<file path="src/include/tw_pkg.sv">
// package: register map, mode codes and field layout for the timer waveform block
package tw_pkg;
	// ============================================================
	// register offsets (byte addresses)
	localparam logic [7:0] OFS_CTRL_A   = 8'h00;
	localparam logic [7:0] OFS_CTRL_B   = 8'h04;
	localparam logic [7:0] OFS_CMP_A    = 8'h08;
	localparam logic [7:0] OFS_CMP_B    = 8'h0c;
	localparam logic [7:0] OFS_CAPTURE  = 8'h10;
	localparam logic [7:0] OFS_COUNT    = 8'h14;
	localparam logic [7:0] OFS_IRQ_STAT = 8'h18;
	localparam logic [7:0] OFS_IRQ_MASK = 8'h1c;
	localparam logic [7:0] OFS_PIN_DIR  = 8'h20;
	// ============================================================
	// field positions
	localparam int ACT_A_LSB   = 6;
	localparam int ACT_B_LSB   = 4;
	localparam int MODE_LO_LSB = 0;
	localparam int MODE_HI_LSB = 3;
	localparam int IRQ_OVF     = 0;
	localparam int IRQ_CMPA    = 1;
	localparam int IRQ_CMPB    = 2;
	// ============================================================
	// reset values
	localparam logic [7:0]  CTRL_RST = 8'h00;
	localparam logic [15:0] WORD_RST = 16'h0000;
	localparam logic [2:0]  IRQ_RST  = 3'h0;
	// ============================================================
	// counter limits
	localparam logic [15:0] TOP_MAX   = 16'hffff;
	localparam logic [15:0] TOP_8BIT  = 16'h00ff;
	localparam logic [15:0] TOP_9BIT  = 16'h01ff;
	localparam logic [15:0] TOP_10BIT = 16'h03ff;
	localparam logic [15:0] BOTTOM    = 16'h0000;
	// ============================================================
	// action codes
	localparam logic [1:0] ACT_OFF    = 2'h0;
	localparam logic [1:0] ACT_TOGGLE = 2'h1;
	localparam logic [1:0] ACT_CLEAR  = 2'h2;
	localparam logic [1:0] ACT_SET    = 2'h3;
	// ============================================================
	// mode families
	typedef enum logic [2:0] {
		TW_NORMAL,
		TW_CLEAR_ON_MATCH,
		TW_PHASE,
		TW_PHASE_FREQ,
		TW_FAST,
		TW_RESERVED
	} tw_family_t;
	typedef enum logic [1:0] {
		TW_UPD_NOW,
		TW_UPD_TOP,
		TW_UPD_BOTTOM
	} tw_update_t;
endpackage

</file>
<file path="src/core/tw_timer16.sv">
// timer16 waveform output mode logic with wishbone register slave
`timescale 1ns/1ps
`default_nettype none
module tw_timer16
(
	// clock and reset
	input  wire logic        sys_clk_in,
	input  wire logic        rst_b_in,
	// wishbone slave
	input  wire logic        wb_cyc_in,
	input  wire logic        wb_stb_in,
	input  wire logic        wb_we_in,
	input  wire logic [7:0]  wb_adr_in,
	input  wire logic [3:0]  wb_sel_in,
	input  wire logic [31:0] wb_dat_in,
	output var  logic [31:0] wb_dat_out,
	output var  logic        wb_ack_out,
	// timer tick and pin side
	input  wire logic        tick_in,
	input  wire logic [1:0]  port_data_in,
	output var  logic [1:0]  pin_out,
	output var  logic [1:0]  pin_oe_out,
	output var  logic        irq_out
);
	// ============================================================
	// registers
	logic [7:0]  ctrl_a;
	logic [7:0]  ctrl_b;
	logic [15:0] cmp_buf_a;
	logic [15:0] cmp_buf_b;
	logic [15:0] compare_value_a;
	logic [15:0] compare_value_b;
	logic [15:0] capture_value;
	logic [15:0] count;
	logic        count_down;
	logic [2:0]  irq_stat;
	logic [2:0]  irq_mask;
	logic [1:0]  pin_dir;
	logic        wave_out_a;
	logic        wave_out_b;

	logic [1:0] chan_a_output_action;
	logic [1:0] chan_b_output_action;
	logic [3:0] wave_mode_sel;
	assign chan_a_output_action = ctrl_a[tw_pkg::ACT_A_LSB +: 2];
	assign chan_b_output_action = ctrl_a[tw_pkg::ACT_B_LSB +: 2];
	assign wave_mode_sel = {ctrl_b[tw_pkg::MODE_HI_LSB +: 2],
		ctrl_a[tw_pkg::MODE_LO_LSB +: 2]};

	// ============================================================
	// mode decode
	tw_pkg::tw_family_t family;
	tw_pkg::tw_update_t upd_at;
	logic [15:0] top;
	always_comb
	begin
		family = tw_pkg::TW_NORMAL;
		unique case (wave_mode_sel)
			4'h0:
				family = tw_pkg::TW_NORMAL;
			4'h1, 4'h2, 4'h3, 4'ha, 4'hb:
				family = tw_pkg::TW_PHASE;
			4'h4, 4'hc:
				family = tw_pkg::TW_CLEAR_ON_MATCH;
			4'h5, 4'h6, 4'h7, 4'he, 4'hf:
				family = tw_pkg::TW_FAST;
			4'h8, 4'h9:
				family = tw_pkg::TW_PHASE_FREQ;
			4'hd:
				family = tw_pkg::TW_RESERVED;
		endcase
		unique case (wave_mode_sel)
			4'h1, 4'h5:
				top = tw_pkg::TOP_8BIT;
			4'h2, 4'h6:
				top = tw_pkg::TOP_9BIT;
			4'h3, 4'h7:
				top = tw_pkg::TOP_10BIT;
			4'h4, 4'h9, 4'hb, 4'hf:
				top = compare_value_a;
			4'h8, 4'ha, 4'hc, 4'he:
				top = capture_value;
			default:
				top = tw_pkg::TOP_MAX;
		endcase
	end
	assign upd_at = family == tw_pkg::TW_PHASE ? tw_pkg::TW_UPD_TOP
		: (family == tw_pkg::TW_FAST || family == tw_pkg::TW_PHASE_FREQ) ? tw_pkg::TW_UPD_BOTTOM
		: tw_pkg::TW_UPD_NOW;

	logic dual;
	logic at_top;
	logic at_bottom;
	logic match_a;
	logic match_b;
	logic toggle_a_ok;
	assign dual      = family == tw_pkg::TW_PHASE || family == tw_pkg::TW_PHASE_FREQ;
	assign at_top    = count == top;
	assign at_bottom = count == tw_pkg::BOTTOM;
	assign match_a   = tick_in && count == compare_value_a;
	assign match_b   = tick_in && count == compare_value_b;
	assign toggle_a_ok = (family == tw_pkg::TW_FAST && wave_mode_sel[3])
		|| (dual && wave_mode_sel[3] && wave_mode_sel[0]);

	// ============================================================
	// counter; reserved mode holds the count
	logic next_down;
	assign next_down = dual && (at_top || (count_down && !at_bottom));
	always_ff @(posedge sys_clk_in or negedge rst_b_in)
	begin
		if (!rst_b_in)
		begin
			count      <= tw_pkg::WORD_RST;
			count_down <= 1'b0;
		end
		else if (tick_in && family != tw_pkg::TW_RESERVED)
		begin
			count_down <= next_down;
			if (next_down)
				count <= count - 16'h0001;
			else if (at_top)
				count <= tw_pkg::BOTTOM;
			else
				count <= count + 16'h0001;
		end
	end

	// ============================================================
	// compare buffer transfer
	logic upd_now;
	assign upd_now = upd_at == tw_pkg::TW_UPD_NOW
		|| (tick_in && upd_at == tw_pkg::TW_UPD_TOP && at_top)
		|| (tick_in && upd_at == tw_pkg::TW_UPD_BOTTOM && at_bottom);
	always_ff @(posedge sys_clk_in or negedge rst_b_in)
	begin
		if (!rst_b_in)
		begin
			compare_value_a <= tw_pkg::WORD_RST;
			compare_value_b <= tw_pkg::WORD_RST;
		end
		else if (upd_now)
		begin
			compare_value_a <= cmp_buf_a;
			compare_value_b <= cmp_buf_b;
		end
	end

	// ============================================================
	// waveform action per channel
	function automatic logic wave_next(input logic cur, input logic [1:0] act,
		input logic match, input logic is_a, input logic cmp_is_top,
		input tw_pkg::tw_family_t fam, input logic dual_m, input logic bot,
		input logic down, input logic tog_ok, input logic tk);
		logic nxt;
		nxt = cur;
		if ((fam == tw_pkg::TW_NORMAL || fam == tw_pkg::TW_CLEAR_ON_MATCH) && match)
			unique case (act)
				tw_pkg::ACT_TOGGLE:
					nxt = !cur;
				tw_pkg::ACT_CLEAR:
					nxt = 1'b0;
				tw_pkg::ACT_SET:
					nxt = 1'b1;
				tw_pkg::ACT_OFF:
					nxt = cur;
			endcase
		else if (fam == tw_pkg::TW_FAST)
		begin
			if (act == tw_pkg::ACT_TOGGLE && is_a && tog_ok && match)
				nxt = !cur;
			else if (act[1] && tk && bot)
				nxt = !act[0];
			else if (act[1] && match && !cmp_is_top)
				nxt = act[0];
		end
		else if (dual_m)
		begin
			if (act == tw_pkg::ACT_TOGGLE && is_a && tog_ok && match)
				nxt = !cur;
			else if (act[1] && match)
				nxt = act[0] ^ down;
		end
		return nxt;
	endfunction

	always_ff @(posedge sys_clk_in or negedge rst_b_in)
	begin
		if (!rst_b_in)
		begin
			wave_out_a <= 1'b0;
			wave_out_b <= 1'b0;
		end
		else
		begin
			wave_out_a <= wave_next(wave_out_a, chan_a_output_action, match_a, 1'b1,
				compare_value_a == top, family, dual, at_bottom, count_down,
				toggle_a_ok, tick_in);
			wave_out_b <= wave_next(wave_out_b, chan_b_output_action, match_b, 1'b0,
				compare_value_b == top, family, dual, at_bottom, count_down,
				toggle_a_ok, tick_in);
		end
	end

	// ============================================================
	// pin override: compare output replaces port data
	// toggle code keeps the port in pwm modes, except channel a in 9/11/14/15
	logic [1:0] pin_route;
	logic [1:0] tog_route;
	logic       pwm;
	assign pwm       = dual || family == tw_pkg::TW_FAST;
	assign tog_route = {!pwm, !pwm || toggle_a_ok};
	assign pin_route = {chan_b_output_action[1] || (chan_b_output_action[0] && tog_route[1]),
		chan_a_output_action[1] || (chan_a_output_action[0] && tog_route[0])};
	always_ff @(posedge sys_clk_in or negedge rst_b_in)
	begin
		if (!rst_b_in)
		begin
			pin_out    <= 2'h0;
			pin_oe_out <= 2'h0;
		end
		else
		begin
			pin_out[0] <= pin_route[0] ? wave_out_a : port_data_in[0];
			pin_out[1] <= pin_route[1] ? wave_out_b : port_data_in[1];
			pin_oe_out <= pin_dir;
		end
	end

	// ============================================================
	// events and interrupt
	logic ovf_evt;
	logic [2:0] evt;
	always_comb
	begin
		unique case (family)
			tw_pkg::TW_NORMAL, tw_pkg::TW_CLEAR_ON_MATCH:
				ovf_evt = tick_in && count == tw_pkg::TOP_MAX;
			tw_pkg::TW_PHASE, tw_pkg::TW_PHASE_FREQ:
				ovf_evt = tick_in && at_bottom && count_down;
			tw_pkg::TW_FAST:
				ovf_evt = tick_in && at_top;
			default:
				ovf_evt = 1'b0;
		endcase
	end
	assign evt = {match_b, match_a, ovf_evt};

	logic wr;
	logic rd_ok;
	assign wr = wb_cyc_in && wb_stb_in && wb_we_in && !wb_ack_out;
	assign rd_ok = wb_cyc_in && wb_stb_in && !wb_ack_out;

	always_ff @(posedge sys_clk_in or negedge rst_b_in)
	begin
		if (!rst_b_in)
			irq_stat <= tw_pkg::IRQ_RST;
		else if (wr && wb_adr_in == tw_pkg::OFS_IRQ_STAT && wb_sel_in[0])
			irq_stat <= (irq_stat & ~wb_dat_in[2:0]) | evt;
		else
			irq_stat <= irq_stat | evt;
	end

	always_ff @(posedge sys_clk_in or negedge rst_b_in)
	begin
		if (!rst_b_in)
			irq_out <= 1'b0;
		else
			irq_out <= |(irq_stat & irq_mask);
	end

	// ============================================================
	// register writes
	always_ff @(posedge sys_clk_in or negedge rst_b_in)
	begin
		if (!rst_b_in)
		begin
			ctrl_a        <= tw_pkg::CTRL_RST;
			ctrl_b        <= tw_pkg::CTRL_RST;
			cmp_buf_a     <= tw_pkg::WORD_RST;
			cmp_buf_b     <= tw_pkg::WORD_RST;
			capture_value <= tw_pkg::WORD_RST;
			irq_mask      <= tw_pkg::IRQ_RST;
			pin_dir       <= 2'h0;
		end
		else if (wr && wb_sel_in[0])
		begin
			unique case (wb_adr_in)
				tw_pkg::OFS_CTRL_A:
					ctrl_a <= wb_dat_in[7:0] & 8'hf3;
				tw_pkg::OFS_CTRL_B:
					ctrl_b <= wb_dat_in[7:0] & 8'hdf;
				tw_pkg::OFS_CMP_A:
					cmp_buf_a <= wb_dat_in[15:0];
				tw_pkg::OFS_CMP_B:
					cmp_buf_b <= wb_dat_in[15:0];
				tw_pkg::OFS_CAPTURE:
					capture_value <= wb_dat_in[15:0];
				tw_pkg::OFS_IRQ_MASK:
					irq_mask <= wb_dat_in[2:0];
				tw_pkg::OFS_PIN_DIR:
					pin_dir <= wb_dat_in[1:0];
				default:
					ctrl_a <= ctrl_a;
			endcase
		end
	end

	// ============================================================
	// read data and ack, one wait state
	logic [31:0] rd_mux;
	always_comb
	begin
		unique case (wb_adr_in)
			tw_pkg::OFS_CTRL_A:   rd_mux = {24'h000000, ctrl_a};
			tw_pkg::OFS_CTRL_B:   rd_mux = {24'h000000, ctrl_b};
			tw_pkg::OFS_CMP_A:    rd_mux = {16'h0000, cmp_buf_a};
			tw_pkg::OFS_CMP_B:    rd_mux = {16'h0000, cmp_buf_b};
			tw_pkg::OFS_CAPTURE:  rd_mux = {16'h0000, capture_value};
			tw_pkg::OFS_COUNT:    rd_mux = {16'h0000, count};
			tw_pkg::OFS_IRQ_STAT: rd_mux = {29'h00000000, irq_stat};
			tw_pkg::OFS_IRQ_MASK: rd_mux = {29'h00000000, irq_mask};
			tw_pkg::OFS_PIN_DIR:  rd_mux = {30'h00000000, pin_dir};
			default:              rd_mux = 32'h00000000;
		endcase
	end

	always_ff @(posedge sys_clk_in or negedge rst_b_in)
	begin
		if (!rst_b_in)
		begin
			wb_ack_out <= 1'b0;
			wb_dat_out <= 32'h00000000;
		end
		else
		begin
			wb_ack_out <= rd_ok;
			wb_dat_out <= rd_ok ? rd_mux : 32'h00000000;
		end
	end
endmodule
`default_nettype wire

</file>
<file path="config.mk">
export PLATFORM = sky130hd
export DESIGN_NAME = tw_timer16
export DESIGN_NICKNAME = d
export VERILOG_FILES = /design/src/include/tw_pkg.sv /design/src/core/tw_timer16.sv
export SDC_FILE = /design/constraint.sdc
export NUM_CORES = 1
export LEC_CHECK = 0
export BUFFER_PORTS_ARGS = -buffer_cell sky130_fd_sc_hd__buf_2
export CAP_MARGIN = 25
export CORE_MARGIN = 2
export CORE_UTILIZATION = 64
export CTS_CLUSTER_DIAMETER = 80
export DETAILED_ROUTE_END_ITERATION = 7
export PLACE_DENSITY_LB_ADDON = 0.12
export SLEW_MARGIN = 20
export SYNTH_ARGS = -nofsm -noshare
export SYNTH_HDL_FRONTEND = slang
export SYNTH_SLANG_ARGS = --single-unit
</file>
<file path="constraint.sdc">
create_clock -name sys_clk_in -period 4.54 [get_ports sys_clk_in]
set_input_delay 0.454 -clock sys_clk_in [delete_from_list [all_inputs] [get_ports sys_clk_in]]
set_output_delay 0.454 -clock sys_clk_in [all_outputs]
set_load 0.1 [all_outputs]
</file>
### Word-level counts from Yosys, hierarchy flattened

Memory sizes are Yosys's and may differ from the RTL's.
Index checks and enable logic that the tools add are counted.

* flip-flop bits (word level): 158
* memory bits (read-only): 48
* input bits: 52
* output and inout bits: 38
* logic and storage cells: 185
* memories kept: 1

Memory list
* (no name shown): depth 16, width 3, read ports 1, clocked after Yosys merged registers in 0, write ports 0, line tw_timer16.sv:58 `unique case (wave_mode_sel)`

* $add $sub $neg: 2
* eq/ne operators: 45
* muxes and demuxes: 27
* bitwise operators: 7
* reduce and logical (&&, ||, !) cells: 84

Operators by type and width (number)
* 16-bit case mux with 9 select lines: 1
* 16-bit == test: 5
* 16-bit case mux with 5 select lines: 1
* 1-bit logical AND: 37
* 8-bit by 5-bit == test with 1-bit output (second input constant): 4
* 16-bit 2-to-1 mux: 2
* 32-bit 2-to-1 mux: 1
* 4-bit == test (second input constant): 7
* 16-bit by 1-bit adder with 16-bit output (second input constant): 1
* 16-bit == test (second input constant): 1
* 4-bit by 3-bit == test with 1-bit output (second input constant): 4
* 8-bit by 4-bit == test with 1-bit output (second input constant): 2
* 16-bit logical NOT: 1
* 1-bit 2-to-1 mux: 16
* 16-bit by 1-bit subtractor with 16-bit output (second input constant): 1
* 2-bit AND reduction: 7
* 1-bit logical OR: 11
* 2-bit == test (second input constant): 5
* 2-bit OR reduction: 5
* 1-bit logical NOT: 9
* 1-bit case mux with 3 select lines: 3
* 3-bit nonzero test: 3
* 4-bit by 2-bit == test with 1-bit output (second input constant): 2
* 8-bit by 3-bit == test with 1-bit output (second input constant): 1
* 23 further kinds: 35

### Logic depth before layout (Yosys ltp)

An unclocked memory read counts as a cell.

* word-level depth: 12
* mapped depth: 13
* depth with buffers taken out: 11

### Worst setup path after synthesis

Ideal clock, no wire load.

* path type: register to register
* start point: register ctrl_a[0]
* end point: register compare_value_a[3]
* library setup time: 0.128 ns
* arrival time: 2.974 ns
* required time: 4.412 ns
* path slack: 1.439 ns
* stages on the path, launching flop included: 12
* path buffers: 3
* clock period less this slack: 3.101 ns
* cell sequence: dfrtp_1 > buf_2 > nor4_1 > a21oi_4 > and3_1 > buf_4 > xnor2_1 > or4_4 > nor4_4 > a21oi_2 > buf_2 > mux2_1

* longest elaborated chain between the ends: 10
* elaborated cells between the ends (all ways): 37
* those cells by class: eq/ne (20); mux (3); reduce/logical (13); memory (1)

RTL lines
* start, declared: line tw_timer16.sv:27 `logic [7:0] ctrl_a;`
* start signal, assigned: line tw_timer16.sv:277 `ctrl_a <= tw_pkg::CTRL_RST;`
* start signal, assigned: line tw_timer16.sv:289 `ctrl_a <= wb_dat_in[7:0] & 8'hf3;`
* start signal, assigned: line tw_timer16.sv:303 `ctrl_a <= ctrl_a;`
* memory 16 x 3 bit
* 3-bit == test or 3-bit by 2-bit == test with 1-bit output (tied branches): line tw_timer16.sv:88 `: (family == tw_pkg::TW_FAST || family == tw_pkg::TW_PHASE_FREQ) ? tw_pkg::TW_UPD_BOTTOM`
* 1-bit logical OR: line tw_timer16.sv:88
* 2-bit 2-to-1 mux: line tw_timer16.sv:88
* 2-bit 2-to-1 mux: line tw_timer16.sv:87 `assign upd_at = family == tw_pkg::TW_PHASE ? tw_pkg::TW_UPD_TOP`
* 2-bit by 1-bit == test with 1-bit output: line tw_timer16.sv:132 `|| (tick_in && upd_at == tw_pkg::TW_UPD_TOP && at_top)`
* 1-bit logical AND (2 in series): line tw_timer16.sv:132
* 1-bit logical OR: line tw_timer16.sv:132
* 1-bit logical OR (*): line tw_timer16.sv:133 `|| (tick_in && upd_at == tw_pkg::TW_UPD_BOTTOM && at_bottom);`
* end signal, assigned: line tw_timer16.sv:138 `compare_value_a <= tw_pkg::WORD_RST;`
* end signal, assigned: line tw_timer16.sv:143 `compare_value_a <= cmp_buf_a;`
* end, declared: line tw_timer16.sv:31 `logic [15:0] compare_value_a;`

Every way passes the cells marked *; elsewhere a longest branch is shown, timed or not.
A chain may end at the register's enable or synchronous reset.

### Worst setup path after layout

* start point: register ctrl_a[1]
* end point: register count[1]

* longest elaborated chain between the ends: 7
* elaborated cells between the ends (all ways): 31
* those cells by class: eq/ne (18); mux (3); reduce/logical (9); memory (1)

RTL lines
* 4-bit == test, or another cell as far along: line tw_timer16.sv:72 `unique case (wave_mode_sel)`
* 4-bit OR reduction or 2-bit OR reduction (tied branches): line tw_timer16.sv:72
* 16-bit case mux with 5 select lines: line tw_timer16.sv:72
* 16-bit == test: line tw_timer16.sv:98 `assign at_top = count == top;`
* 1-bit logical OR: line tw_timer16.sv:108 `assign next_down = dual && (at_top || (count_down && !at_bottom));`
* 1-bit logical AND: line tw_timer16.sv:108
* 16-bit 2-to-1 mux: line tw_timer16.sv:119 `if (next_down)`
* end signal, assigned: line tw_timer16.sv:113 `count <= tw_pkg::WORD_RST;`
* end signal, assigned: line tw_timer16.sv:120 `count <= count - 16'h0001;`
* end signal, assigned: line tw_timer16.sv:122 `count <= tw_pkg::BOTTOM;`
* end, declared: line tw_timer16.sv:34 `logic [15:0] count;`

Parallel ways exist; a longest one is shown, timed or not.

==> flow_summary.toml <==
[outcome]
outcome = "completed"

[clock_network]
cts_tree = "built"
clk_pin_slew_ps = 60
root_buffer = "clkbuf_16"
hold_buffers = 0
cts_num_sinks = 142
post_cts_buffers = 0
insertion_delay_ps = 430
cts_made_buffers = 17
clock_path_buffers = 2
htree_num_levels = 4
cts-resized-gates = 0

[grt]
grt_pass1_wl_um = 43600
grt.total_usage_pct = 40.3
antenna_found_initial = 0
grt_max_degree = 101
grt_pass1_vias = 7675
globalRouteOverflowTotal = 0

[placed_design]
place.gp.congestion = 1.01
place_ws_ps = 717
place_hpwl_um = 19500
io_buffer_count = 54

[timing]
rsz0062_at_grt = "false"
fin_skew_ps = 9.57
slew_headroom_pct = 28.3
tightest_slew_ps = 1070
final-hold-violation-count = 0
setup_violations = 0
timing.final.crit_period_ps = 4080
setup_tns_ps = 0
finalCritPeriodShare_pct = 89.9
layout_setup_ws_ps = 458
timing.fmax_mhz = 245
final-max-slew-violation-count = 0

[synth]
synthXorXnorAreaFrac_pct = 4.89
synthDistinctLibCells = 80
synth.area.top_cells = "dfrtp_1, mux2_2, xnor2_1, mux2_1, a22oi_1"
ys_seq_elements = 142
syn_avg_cell_area_um2 = 9.73
synthesis.area_mm2 = 0.00860
synth_top_family_by_area = "compound AO/OA/AOI/OAI gates"
synth.top_cell.area_share_pct = 41.3
async_reset_ff_share_pct = 100
netlist_instances = 884
ys_seq_area_share_pct = 41.3
synthMuxAreaShare_pct = 13.0
synth-edff-count = 0
synth_compound_area_share_pct = 19.2
ys.flop_type = "dfrtp_1"
yosysTopAreaCell = "dfrtp_1"
yosys.area_share.simple_pct = 15.8
yosys_warnings = 0
synthAdderAreaFrac_pct = 0.291

[pwr]
p_clk_share_pct = 42.9
peakVddDrop_uv = 332
leakagePower_uw = 0.00425
power.internal_uw = 2290
power_density_mw_per_mm2 = 342
p_comb_share_pct = 15.7
sw_frac_of_total_pct = 30.5
p_sw_uw = 1000
seq_power_share_pct = 41.4

[floorplanning]
dieArea_mm2 = 0.0144
rows = 42
io_pins = 90
die_y_um = 120
die_x_um = 120
core_mm2 = 0.0132
start_util_pct = 65.2

[worst_setup_path]
startpoint_type = "flip-flop"
reg2reg_depth = 9
worst-r2r-setup-slack_ps = 460
crit_fanout = 19
path_class = "reg2reg"
r2r_end = "count[1]$_DFFE_PN0P_"
r2r-start = "ctrl_a[1]$_DFFE_PN0P_"
crit_required_ps = 4900
worstPathArrival_ps = 4440
end_kind = "flip-flop"

[detailed_routing]
viasPerCell = 7.01
drc_errors = 0
wirelength_um = 27900
postRouteAntennaNets = 0
wl_per_cell_um = 25.0
dr.pass1.iters = 6
drtIter0Drc = 1094
num_vias = 7814

[finish]
diodes = 0
nets = 980
synthToLayoutAreaGrowth_pct = 12.1
drive_gt1_share_pct = 22.2

[run]
max_cap_violations = 0

[hold_path]
min_path_type = "in2async"
[how the worst max path moves through the flow]
stage,from,end,slack [ps],cells after the start
floorplan,ctrl_a[0]$_DFFE_PN0P_,compare_value_a[3]$_DFFE_PN0P_,1440,11
global placement,ctrl_a[1]$_DFFE_PN0P_,compare_value_b[11]$_DFFE_PN0P_,720,8
detailed placement,ctrl_a[0]$_DFFE_PN0P_,count[1]$_DFFE_PN0P_,720,10
CTS,ctrl_a[0]$_DFFE_PN0P_,count[1]$_DFFE_PN0P_,690,10
global route,ctrl_b[3]$_DFFE_PN0P_,count[1]$_DFFE_PN0P_,390,9
finish,ctrl_a[1]$_DFFE_PN0P_,count[1]$_DFFE_PN0P_,460,9
[placed cells by master (no fill, tap or decap), drive strengths merged, types with 18 or more instances in the layout]
cell type,instances
buf,80
nor2,48
nand3,29
nor3,30
mux2,98
o21ai,33
nand2,67
dfrtp,142
clkbuf,18
a22oi,37
xnor2,40
a21oi,51
inv,32
[power by group through the flow]
stage               Combinational [uW]  Sequential, uW  Clock, uW
floorplan                          357            1350          0
global placement                   488            1380          0
detailed placement                 500            1380          0
CTS                                506            1360       1420
global route                       556            1370       1480
finish                             519            1360       1420
[cells by family after synthesis]
| logic type | after synthesis |
|---|---|
| other cells | 1 |
| xor+xnor | 48 |
| mux | 99 |
| buf+inv | 99 |
| simple gates | 261 |
| compound gates | 232 |
| fa+ha+maj | 2 |
| flops | 142 |
[registers in the layout, summed over array words and instances (netlist names), 2 cells and up]
signal           flops
capture_value       16
cmp_buf_a           16
cmp_buf_b           16
compare_value_a     16
compare_value_b     16
count               16
ctrl_a               6
ctrl_b               7
irq_mask             3
irq_stat             3
pin_dir              2
pin_oe_out           2
pin_out              2
wb_dat_out          16
[worst max-delay path, cell delays in order (launching register included)]
cell,delay [ps]
dfrtp_1,820
nand2b_1,440
nand2_1,330
o22ai_1,460
o22ai_1,130
o21bai_1,250
nor4_4,600
nor2_1,400
or3_1,410
a31oi_1,160
[stage by stage]
stage | area, um2 | std cells | utilization (%) | power, uW | hold slack (ps)
after floorplan | 8650 | 899 | - | 1710 | 158
after global placement | 9000 | 1081 | 68.2 | 1870 | 383
after detailed placement | 9030 | 1082 | 68.5 | 1880 | 399
after CTS | 9620 | 1113 | 73.0 | 3290 | 140
after global routing | 9640 | 1114 | 73.1 | 3400 | 178
final | 9640 | 1114 | 73.1 | 3300 | 101
[cell type report]
cell class              count  area [um2]
inverters                  27         101
repair buffers             80         499
fillers                   982        3550
clock inverters            13         154
multi-input cells         658        4670
flip-flops and latches    142        3550
well taps                 176         220
clock buffers              18         439
[routing by layer]
| metal | global-route usage [%] | vias to the layer above | share of wire, % |
|---|---|---|---|
| li1 | - | 3342 | - |
| met5 | 0 | - | 0 |
| met4 | 19.9 | 0 | 4.9 |
| met3 | 9.74 | 122 | 11 |
| met1 | 54.7 | 3787 | 39 |
| met2 | 60.8 | 563 | 45 |
[cell usage after synthesis (9+ instances only)]
cell,n
buf_4,21
mux2_2,68
o211ai_1,9
nand2b_1,10
nor2b_1,11
nand4_1,13
o22ai_1,13
inv_1,27
a22oi_1,37
o21ai_0,30
a31oi_1,15
nor2_1,48
clkbuf_1,34
dfrtp_1,142
buf_2,9
xnor2_1,40
nand2_1,67
mux2_1,30
a21oi_1,46
nor3_1,29
nand3_1,28
Note: power is estimated with default switching activity, not from simulation.
